File: config.mk
export PLATFORM = sky130hd
export DESIGN_NAME = rct_timer
export DESIGN_NICKNAME = d
export VERILOG_FILES = /design/src/include/rct_pkg.sv /design/src/rtl/rct_edge_sync.sv /design/src/rtl/rct_tick_gen.sv /design/src/rtl/rct_timer.sv
export VERILOG_INCLUDE_DIRS = /design/src /design/src/include
export SDC_FILE = /design/constraint.sdc
export NUM_CORES = 1
export LEC_CHECK = 0
export ABC_AREA = 1
export BUFFER_PORTS_ARGS = -buffer_cell sky130_fd_sc_hd__buf_2
export CORE_MARGIN = 2
export CORE_UTILIZATION = 30
export CTS_CLUSTER_SIZE = 14
export DETAILED_ROUTE_END_ITERATION = 16
export SLEW_MARGIN = 20
export SYNTH_ARGS = -nofsm -noshare
export SYNTH_HDL_FRONTEND = slang
export SYNTH_SLANG_ARGS = --single-unit
File: constraint.sdc
create_clock -name clk -period 4 [get_ports clk]
set_input_delay 0.4 -clock clk [delete_from_list [all_inputs] [get_ports clk]]
set_output_delay 0.4 -clock clk [all_outputs]
set_load 0.01 [all_outputs]
File: src/include/rct_defs.svh
// Register offsets, field positions, reset values and divider counts of the timer
`ifndef RCT_DEFS_SVH
`define RCT_DEFS_SVH
// ----------------------------------------------------------------------
// Register offsets
// ----------------------------------------------------------------------
`define RCT_OFF_CTRL   3'h0
`define RCT_OFF_CNTLO  3'h1
`define RCT_OFF_CNTHI  3'h2
`define RCT_OFF_RLDLO  3'h3
`define RCT_OFF_RLDHI  3'h4
`define RCT_OFF_CKSEL  3'h5
// ----------------------------------------------------------------------
// Control field positions
// ----------------------------------------------------------------------
`define RCT_B_HIFLAG   7
`define RCT_B_LOFLAG   6
`define RCT_B_LOIEN    5
`define RCT_B_CAPEN    4
`define RCT_B_SPLIT    3
`define RCT_B_RUN      2
`define RCT_B_CSS      1
`define RCT_B_XCLK     0
`define RCT_CKSEL_HI   1
`define RCT_CKSEL_LO   0
// ----------------------------------------------------------------------
// Values and counts
// ----------------------------------------------------------------------
`define RCT_CTRL_RST   8'h00
`define RCT_CKSEL_RST  2'h0
`define RCT_ZERO8      8'h00
`define RCT_ONE8       8'h01
`define RCT_MAX8       8'hFF
`define RCT_ONE16      16'h0001
`define RCT_MAX16      16'hFFFF
`define RCT_SYS_DIV    12
`define RCT_EXT_DIV    8
`endif

File: src/include/rct_pkg.sv
// State types of the timer modules
package rct_pkg;
    // Main timer state
    typedef struct packed {
        logic [7:0] ctrl;
        logic [7:0] cntLo;
        logic [7:0] cntHi;
        logic [7:0] rldLo;
        logic [7:0] rldHi;
        logic [1:0] ckSel;
        logic [7:0] rdata;
    } rct_main_t;
    // Divider state
    typedef struct packed {
        logic [7:0] sysCnt;
        logic [7:0] extCnt;
        logic       tickSys;
        logic       tickExt;
    } rct_tick_t;
    // Synchroniser state
    typedef struct packed {
        logic [2:0] sh;
    } rct_sync_t;
endpackage

File: src/rtl/rct_edge_sync.sv
// Two-stage synchroniser with edge pulses
`timescale 1ns/1ps
module rct_edge_sync (
    // Clock and reset
    input  wire logic clk,
    input  wire logic rstn,
    // Asynchronous input
    input  wire logic asyncIn,
    // Edge pulses
    output logic      risePulse,
    output logic      fallPulse
);
    rct_pkg::rct_sync_t st_reg;
    rct_pkg::rct_sync_t st_next;

    // Shift chain; only stage 1 and 2 feed the edge compare
    always_comb begin
        st_next    = st_reg;
        st_next.sh = {st_reg.sh[1], st_reg.sh[0], asyncIn};
    end

    always_ff @(posedge clk or negedge rstn) begin
        if (!rstn) begin
            st_reg <= '0;
        end else begin
            st_reg <= st_next;
        end
    end

    // Edge pulses from the synchronised level
    assign risePulse = st_reg.sh[1] & ~st_reg.sh[2];
    assign fallPulse = ~st_reg.sh[1] & st_reg.sh[2];
endmodule

File: src/rtl/rct_tick_gen.sv
// Count-enable ticks: system clock / SYS_DIV and external edges / EXT_DIV
`timescale 1ns/1ps
`include "rct_defs.svh"
module rct_tick_gen #(
    parameter int SYS_DIV = `RCT_SYS_DIV,
    parameter int EXT_DIV = `RCT_EXT_DIV
) (
    // Clock and reset
    input  wire logic clk,
    input  wire logic rstn,
    // Synchronised external rising edge
    input  wire logic extRise,
    // Ticks
    output logic      tickSys,
    output logic      tickExt
);
    rct_pkg::rct_tick_t st_reg;
    rct_pkg::rct_tick_t st_next;
    localparam logic [7:0] SYS_LAST = 8'(SYS_DIV - 1);
    localparam logic [7:0] EXT_LAST = 8'(EXT_DIV - 1);

    // Free divider and external edge divider
    always_comb begin
        st_next         = st_reg;
        st_next.tickSys = (st_reg.sysCnt == SYS_LAST);
        st_next.sysCnt  = (st_reg.sysCnt == SYS_LAST) ? `RCT_ZERO8
                                                      : st_reg.sysCnt + `RCT_ONE8;
        st_next.tickExt = extRise && (st_reg.extCnt == EXT_LAST);
        if (extRise) begin
            st_next.extCnt = (st_reg.extCnt == EXT_LAST) ? `RCT_ZERO8
                                                         : st_reg.extCnt + `RCT_ONE8;
        end
    end

    always_ff @(posedge clk or negedge rstn) begin
        if (!rstn) begin
            st_reg <= '0;
        end else begin
            st_reg <= st_next;
        end
    end

    assign tickSys = st_reg.tickSys;
    assign tickExt = st_reg.tickExt;
endmodule

File: src/rtl/rct_timer.sv
// Reload and capture timer with register port
`timescale 1ns/1ps
`include "rct_defs.svh"
// Behaviour
// - Two 8-bit bytes with own reloads
// - Split, capture, source bits select mode
// - Clocks: system, system/12, external/8
// - External divided clock synchronised first
// - 16-bit wrap reloads, sets high flag
// - 16-bit overflow raises enabled interrupt
// - Low-byte overflow interrupts when enabled
// - Split: each byte reloads on overflow
// - Split: run gates high byte only
// - Split: per-byte clock select bits
// - Split: per-byte overflow flags
// - Split: interrupt on high, optionally low
// - Flags cleared by software only
// - Source bit picks frame start or slow fall
// - Capture 16-bit: wrap, copy, interrupt
// - Capture split: bytes wrap, copy, interrupt
// - Control register layout, reset zero
// - Low flag set in every mode
module rct_timer #(
    parameter int SYS_DIV = `RCT_SYS_DIV,
    parameter int EXT_DIV = `RCT_EXT_DIV
) (
    // Clock and reset
    input  wire logic       clk,
    input  wire logic       rstn,
    // Register port
    input  wire logic [2:0] regAddr,
    input  wire logic [7:0] regWdata,
    input  wire logic       regWr,
    input  wire logic       regRd,
    output logic      [7:0] regRdata,
    // Event inputs from other domains
    input  wire logic       extOscIn,
    input  wire logic       usbSofIn,
    input  wire logic       slowOscIn,
    // Interrupt request
    input  wire logic       timerIrqEnable,
    output logic            irqReq
);
    // ------------------------------------------------------------------
    // Declarations
    // ------------------------------------------------------------------
    rct_pkg::rct_main_t st_reg;
    rct_pkg::rct_main_t st_next;
    logic        extRise;
    logic        sofRise;
    logic        slowFall;
    logic        tickSys;
    logic        tickExt;
    logic        divTick;
    logic        tickLo;
    logic        tickHi;
    logic        split;
    logic        capOn;
    logic        run;
    logic        adv16;
    logic        loAdv;
    logic        hiAdv;
    logic        capEv;
    logic        setHi;
    logic        setLo;
    logic [15:0] cnt16;
    logic [15:0] rld16;

    // ------------------------------------------------------------------
    // Synchronisers and dividers
    // ------------------------------------------------------------------
    rct_edge_sync uExtSync (
        .clk       (clk),
        .rstn      (rstn),
        .asyncIn   (extOscIn),
        .risePulse (extRise),
        .fallPulse ()
    );
    rct_edge_sync uSofSync (
        .clk       (clk),
        .rstn      (rstn),
        .asyncIn   (usbSofIn),
        .risePulse (sofRise),
        .fallPulse ()
    );
    rct_edge_sync uSlowSync (
        .clk       (clk),
        .rstn      (rstn),
        .asyncIn   (slowOscIn),
        .risePulse (),
        .fallPulse (slowFall)
    );
    rct_tick_gen #(
        .SYS_DIV (SYS_DIV),
        .EXT_DIV (EXT_DIV)
    ) uTick (
        .clk     (clk),
        .rstn    (rstn),
        .extRise (extRise),
        .tickSys (tickSys),
        .tickExt (tickExt)
    );

    // ------------------------------------------------------------------
    // Mode decode and count enables
    // ------------------------------------------------------------------
    assign split   = st_reg.ctrl[`RCT_B_SPLIT];
    assign capOn   = st_reg.ctrl[`RCT_B_CAPEN];
    assign run     = st_reg.ctrl[`RCT_B_RUN];
    assign divTick = st_reg.ctrl[`RCT_B_XCLK] ? tickExt : tickSys;
    assign tickLo  = st_reg.ckSel[`RCT_CKSEL_LO] | divTick;
    assign tickHi  = st_reg.ckSel[`RCT_CKSEL_HI] | divTick;
    assign adv16   = run & tickLo;
    assign loAdv   = split ? tickLo : adv16;
    assign hiAdv   = split ? (run & tickHi) : (adv16 & (st_reg.cntLo == `RCT_MAX8));
    // Capture event from the selected source
    assign capEv   = capOn & (st_reg.ctrl[`RCT_B_CSS] ? slowFall : sofRise);
    assign cnt16   = {st_reg.cntHi, st_reg.cntLo};
    assign rld16   = {st_reg.rldHi, st_reg.rldLo};

    // ------------------------------------------------------------------
    // Next-state logic
    // ------------------------------------------------------------------
    always_comb begin
        st_next = st_reg;
        setHi   = 1'b0;
        setLo   = 1'b0;
        // Counting
        if (!split) begin
            if (adv16) begin
                if (cnt16 == `RCT_MAX16) begin
                    {st_next.cntHi, st_next.cntLo} = capOn ? 16'h0000 : rld16;
                    setHi = 1'b1;
                end else begin
                    {st_next.cntHi, st_next.cntLo} = cnt16 + `RCT_ONE16;
                end
                if (st_reg.cntLo == `RCT_MAX8) begin
                    setLo = 1'b1;
                end
            end
        end else begin
            if (loAdv) begin
                if (st_reg.cntLo == `RCT_MAX8) begin
                    st_next.cntLo = capOn ? `RCT_ZERO8 : st_reg.rldLo;
                    setLo = 1'b1;
                end else begin
                    st_next.cntLo = st_reg.cntLo + `RCT_ONE8;
                end
            end
            if (hiAdv) begin
                if (st_reg.cntHi == `RCT_MAX8) begin
                    st_next.cntHi = capOn ? `RCT_ZERO8 : st_reg.rldHi;
                    setHi = 1'b1;
                end else begin
                    st_next.cntHi = st_reg.cntHi + `RCT_ONE8;
                end
            end
        end
        // Capture copies both bytes and flags an interrupt
        if (capEv) begin
            st_next.rldLo = st_reg.cntLo;
            st_next.rldHi = st_reg.cntHi;
            setHi = 1'b1;
        end
        // Software writes override hardware updates except flag sets
        if (regWr) begin
            case (regAddr)
                `RCT_OFF_CTRL: begin
                    st_next.ctrl = regWdata;
                end
                `RCT_OFF_CNTLO: begin
                    st_next.cntLo = regWdata;
                end
                `RCT_OFF_CNTHI: begin
                    st_next.cntHi = regWdata;
                end
                `RCT_OFF_RLDLO: begin
                    st_next.rldLo = regWdata;
                end
                `RCT_OFF_RLDHI: begin
                    st_next.rldHi = regWdata;
                end
                `RCT_OFF_CKSEL: begin
                    st_next.ckSel = regWdata[1:0];
                end
                default: begin
                end
            endcase
        end
        // Hardware sets win over a same-cycle software clear
        st_next.ctrl[`RCT_B_HIFLAG] = st_next.ctrl[`RCT_B_HIFLAG] | setHi;
        st_next.ctrl[`RCT_B_LOFLAG] = st_next.ctrl[`RCT_B_LOFLAG] | setLo;
        // Read data for the following cycle only
        st_next.rdata = `RCT_ZERO8;
        if (regRd) begin
            case (regAddr)
                `RCT_OFF_CTRL:  st_next.rdata = st_reg.ctrl;
                `RCT_OFF_CNTLO: st_next.rdata = st_reg.cntLo;
                `RCT_OFF_CNTHI: st_next.rdata = st_reg.cntHi;
                `RCT_OFF_RLDLO: st_next.rdata = st_reg.rldLo;
                `RCT_OFF_RLDHI: st_next.rdata = st_reg.rldHi;
                `RCT_OFF_CKSEL: st_next.rdata = {6'h00, st_reg.ckSel};
                default:        st_next.rdata = `RCT_ZERO8;
            endcase
        end
    end

    // State register
    always_ff @(posedge clk or negedge rstn) begin
        if (!rstn) begin
            st_reg       <= '0;
            st_reg.ctrl  <= `RCT_CTRL_RST;
            st_reg.ckSel <= `RCT_CKSEL_RST;
        end else begin
            st_reg <= st_next;
        end
    end

    // ------------------------------------------------------------------
    // Outputs
    // ------------------------------------------------------------------
    assign regRdata = st_reg.rdata;
    // Level request while an enabled flag stands
    assign irqReq = timerIrqEnable & (st_reg.ctrl[`RCT_B_HIFLAG] |
                    (st_reg.ctrl[`RCT_B_LOIEN] & st_reg.ctrl[`RCT_B_LOFLAG]));
endmodule

# ---- After elaboration in Yosys (flattened, before gate mapping)
# Cells that the tools add are included.
dict set report word_totals {
  register_bits 77
  inputBits 19
  out_inout_bits 9
  elab_cells 87
}
dict set report op_classes {
  n_addsub 5
  eq_ne 10
  n_mux 36
  bitwise 17
  n_reduce_logical 4
}
# operator n
set ops {}
lappend ops {{8-bit two-way mux} 14}
lappend ops {{16-bit two-way mux} 5}
lappend ops {{8-bit case mux with 6 select lines} 1}
lappend ops {{42-bit two-way mux} 1}
lappend ops {{8-bit by 1-bit adder with 8-bit output (second input constant)} 4}
lappend ops {{16-bit by 1-bit adder with 16-bit output (second input constant)} 1}
lappend ops {{16-bit == test (second input constant)} 1}
lappend ops {{8-bit == test (second input constant)} 2}
lappend ops {{1-bit two-way mux} 14}
lappend ops {{1-bit AND} 9}
lappend ops {{8-bit by 3-bit == test with 1-bit output (second input constant)} 1}
lappend ops {{8-bit by 4-bit == test with 1-bit output (second input constant)} 1}
lappend ops {{3-bit by 2-bit == test with 1-bit output (second input constant)} 2}
lappend ops {{3-bit == test (second input constant)} 2}
lappend ops {{1-bit OR} 5}
lappend ops {{2-bit AND reduction} 2}
lappend ops {{3-bit by 1-bit == test with 1-bit output (second input constant)} 1}
lappend ops {{3-bit logical NOT} 1}
lappend ops {{1-bit inverter} 3}
lappend ops {{2-bit two-way mux} 1}
lappend ops {{1-bit logical AND} 1}

# ---- Depth between registers and ports, before layout
dict set report depth {
  word_depth 10
  depth_mapped 12
  ltp_nobuf 12
}

# ---- By module
# A second synthesis with hierarchy kept.
dict set report hier_totals {
  cells_unflattened 676
  area_unflattened_um2 4770.8
}
# mod instances cells_per_inst area_per_inst_um2 seq_area_each_um2
set modules_own_cells {}
lappend modules_own_cells {rct_timer 1 552 3637.2 1251.2}
lappend modules_own_cells {rct_tick_gen 1 103 863.3 450.4}
lappend modules_own_cells {rct_edge_sync 3 7 90.1 75.1}

# ---- Worst setup path after synthesis
# No wires, ideal clock.
dict set report synth_path {
  path_kind {flip-flop to flip-flop}
  from {register st_reg (netlist bit cnt16[0])}
  to {register st_reg (netlist bit cnt16[12])}
  setup_ns 0.120
  t_arrival_ns 1.524
  required_ns 3.880
  slack_ns 2.356
  stages_incl_launch_ff 12
  n_path_buf 1
  synth_period_minus_slack_ns 1.644
  cell_sequence {dfrtp_1 ha_1 nand2_1 nor2_2 nand2_4 buf_6 o21ai_1 nand2_1 nand2_1 nand3_1 o21ai_0 inv_1}
}
# item line
set synth_rtl {}
lappend synth_rtl {{from (decl)} rct_timer.sv:47} ;# rct_pkg::rct_main_t st_reg;
lappend synth_rtl {{from (signal assigned)} rct_timer.sv:215} ;# st_reg <= st_next;

==> flow_summary.json <==
{
  "postLayoutCellArea_mm2": 0.00520,
  "violations_in_the_final_reports": "negative hold slack",
  "post_route_insts_no_fill": 844,
  "design.core.area_mm2": 0.0152,
  "cts_buffers": 9,
  "post-route-drc-count": 0,
  "die_height_um": 129,
  "routed-wl-met3_um": 1110,
  "worst_clock_skew_on_the_final_layout_ns": 0.00863,
  "report.final.slew_viol_count": 0,
  "cp_slowest_cell": "dfrtp_1",
  "ys_types": 43,
  "worst_skew_pair.late_latency_ns": 0.35,
  "ctsHoldBuffers": 0,
  "slowest_delay_ns": 0.40,
  "std_cell_rows": 45,
  "critical_path.top_delay_family": "simple AND/OR/NAND/NOR gates",
  "clock_path_buffers": 2,
  "placement.cell_area_mm2": 0.00488,
  "cts.htree.levels": 3,
  "clk_transition_reported_paths_ns": 0.06,
  "yosysTopAreaCellShare": 0.414,
  "final_hold_viol_count": 5,
  "vias_in_the_first_global_route": 4197,
  "drtIter0Drc": 422,
  "route.met2.wl_um": 6270,
  "timing.critical_path.arrival_ns": 2.72,
  "postLayoutSetupSlackWorst_ns": 1.56,
  "clock_sinks": 77,
  "power_density_mw_per_mm2": 605,
  "unrepaired_setup_endpoints_after_global_routing": "false",
  "cts-resized-gates": 0,
  "finalWirelength_um": 13900,
  "worstSetupStartpoint": "st_reg[42]",
  "clock.fmax_mhz": 411,
  "synth.top_cells.by_area": "dfrtp_1, nand2_1, inv_1",
  "setup.worst_path.end_class": "register",
  "synth_top_cell_by_area": "dfrtp_1",
  "timing.reg2reg.worst_path_depth": 12,
  "start_util": 0.306,
  "timing.rr.end": "cnt16[12]",
  "post-route-min-period_ns": 2.44,
  "leakagePower_nw": 2.55,
  "r2r_slack_ns": 1.56,
  "post-dp-hpwl_um": 10000,
  "tritoncts": "done",
  "synth-edff-count": 0,
  "timing_worst_slew_pin_value_ns": 1.00,
  "nFillCells": 1607,
  "final_nets": 674,
  "synth_top_flop_cell": "dfrtp_1",
  "post_syn_area_mm2": 0.00466,
  "antenna_cells_inserted": 0,
  "yosysWarnings": 0,
  "max_cap_viol_count": 0,
  "timing.slew.headroom": 0.332,
  "worst_ep_required_time_ns": 4.29,
  "top_layer_used": "met4",
  "yosysSeqAreaShare": 0.414,
  "timing_worst_setup_path_type": "register to register",
  "portBuffers": 27,
  "multi_input_comb_area_mm2": 0.00224,
  "drt.antenna.violating_nets": 0,
  "fp.dieW_um": 129,
  "worst_hold_slack_ns": -0.00588,
  "critical_path.cell_chain": "inv_1, nand2_1, nand3_1, nand2_1, buf_4, inv_1, nand3_1, nand2_1, o21ai_0, nand3_1, o21ai_0, inv_1",
  "ioPinCount": 28,
  "run_status": "finished with violations",
  "path_max_fanout": 12,
  "grt_antenna_before_repair": 0,
  "syn_inst": 633,
  "grt_pass1_wl_um": 22500,
  "period_share": 0.609,
  "detail_route.vias_per_cell": 5.18,
  "pre_cts_slack_ns": 1.62,
  "globalRouteTotalUtil": 0.178,
  "synth-seq-cells": 77,
  "worstPathBufferInverterCount": 4,
  "gp_congestion": 0.926,
  "met1_length_um": 5940,
  "synth_fp_nets": 656,
  "most-common-layout-cells": "nand2_1, inv_1, dfrtp_1",
  "global_route.overflow_total": 0,
  "fraction_of_registers_with_async_set_or_reset_after_synthesis": 1.00,
  "finalSetupViolCount": 0,
  "die_area_mm2": 0.0165,
  "worst_hold_path_type": "primary input to async pin",
  "dr.pass1.iters": 8,
  "post_route_cells_drive_above_1_share": 0.107,
  "area_growth_syn_to_layout_pct": 11.7,
  "crit_path_start_kind": "register",
  "library_cell_used_as_clock_root_buffer": "clkbuf_16",
  "setup_tns_ns": 0,
  "critical_path.reg2reg.startpoint": "st_reg[42]",
  "dp.cells": 827,
  "vias": 4371,
  "route.detailed.wl_per_inst_um": 16.4,
  "syn_area_per_cell_um2": 7.36,
  "layout.area.seq_mm2": 0.00193,
  "ir_worst_vdd_v": 0.000246,
  "grt_max_degree": 78,
  "layout.cells.most_common": "nand2_1",
  "post_cts_setup_repair_bufs": 0
}
==> metrics by stage <==
stage	utilization	power (mW)
after CTS	0.340	3.14
after floorplan	-	1.98
after detailed placement	0.321	2.29
after global placement	0.321	2.29
after global routing	0.342	3.37
final	0.342	3.15
==> Yosys cell counts, types with 2 or more instances <==
master,n
buf_2,4
nor3_1,4
xnor2_1,4
a31oi_1,9
nand2_2,3
ha_1,4
nor2_4,2
o211ai_1,10
inv_2,3
nor4_1,4
buf_4,9
clkbuf_1,4
nand3_1,38
o22ai_1,17
inv_1,81
nand4_1,11
nor2_2,3
dfrtp_1,77
buf_6,3
o21ai_1,4
clkbuf_8,2
o21ai_0,40
a21oi_2,5
nand2_1,160
nor2_1,69
a211oi_1,4
o21ai_2,3
a21oi_1,31
xor2_1,11
==> metal layers <==
metal | GRT usage | vias to the layer above
met5 | 0 | -
met3 | 0.0466 | 43
li1 | - | 2106
met1 | 0.233 | 2042
met4 | 0.0863 | 0
met2 | 0.274 | 180
==> layout make-up <==
cell class	count	area share
tap	188	0.0452
clock inverter	6	0.0135
sequential	77	0.370
inverter	86	0.0623
clock buffer	10	0.0440
timing repair buffer	30	0.0346
multi-input combinational	447	0.430
==> how the worst max path moves through the flow <==
stage	end	cells past startpoint	slack [ns]
2_1_floorplan	cnt16[12]	11	2.36
3_3_place_gp	cnt16[12]	12	1.60
3_5_place_dp	cnt16[12]	12	1.62
4_1_cts	cnt16[12]	12	1.59
5_1_grt	cnt16[12]	12	1.33
6_report	cnt16[12]	12	1.56
==> cell families after synthesis <==
| logic type | Yosys count | synth area share |
|---|---|---|
| AO/OA/AOI/OAI | 128 | 0.163 |
| buffers and inverters | 109 | 0.106 |
| AND/OR/NAND/NOR | 300 | 0.279 |
| adder cells (fa/ha/maj) | 4 | 0.0108 |
| XOR/XNOR | 15 | 0.0282 |
| flip-flops | 77 | 0.414 |
==> where the power goes <==
part / internal [mW] / switching, mW / leakage [nW]
registers: 0.980 / 0.242 / 0.948
clock network: 0.488 / 0.346 / 0.136
logic: 0.387 / 0.703 / 1.46
total: 1.85 / 1.29 / 2.55
==> worst reg2reg max path, stage by stage (launching register included) <==
cell,delay (ns)
dfrtp_1,0.40
inv_1,0.07
nand2_1,0.07
nand3_1,0.25
nand2_1,0.29
buf_4,0.29
inv_1,0.26
nand3_1,0.14
nand2_1,0.20
o21ai_0,0.14
nand3_1,0.08
o21ai_0,0.10
inv_1,0.08
No activity file was read; power rests on OpenSTA's default activity.
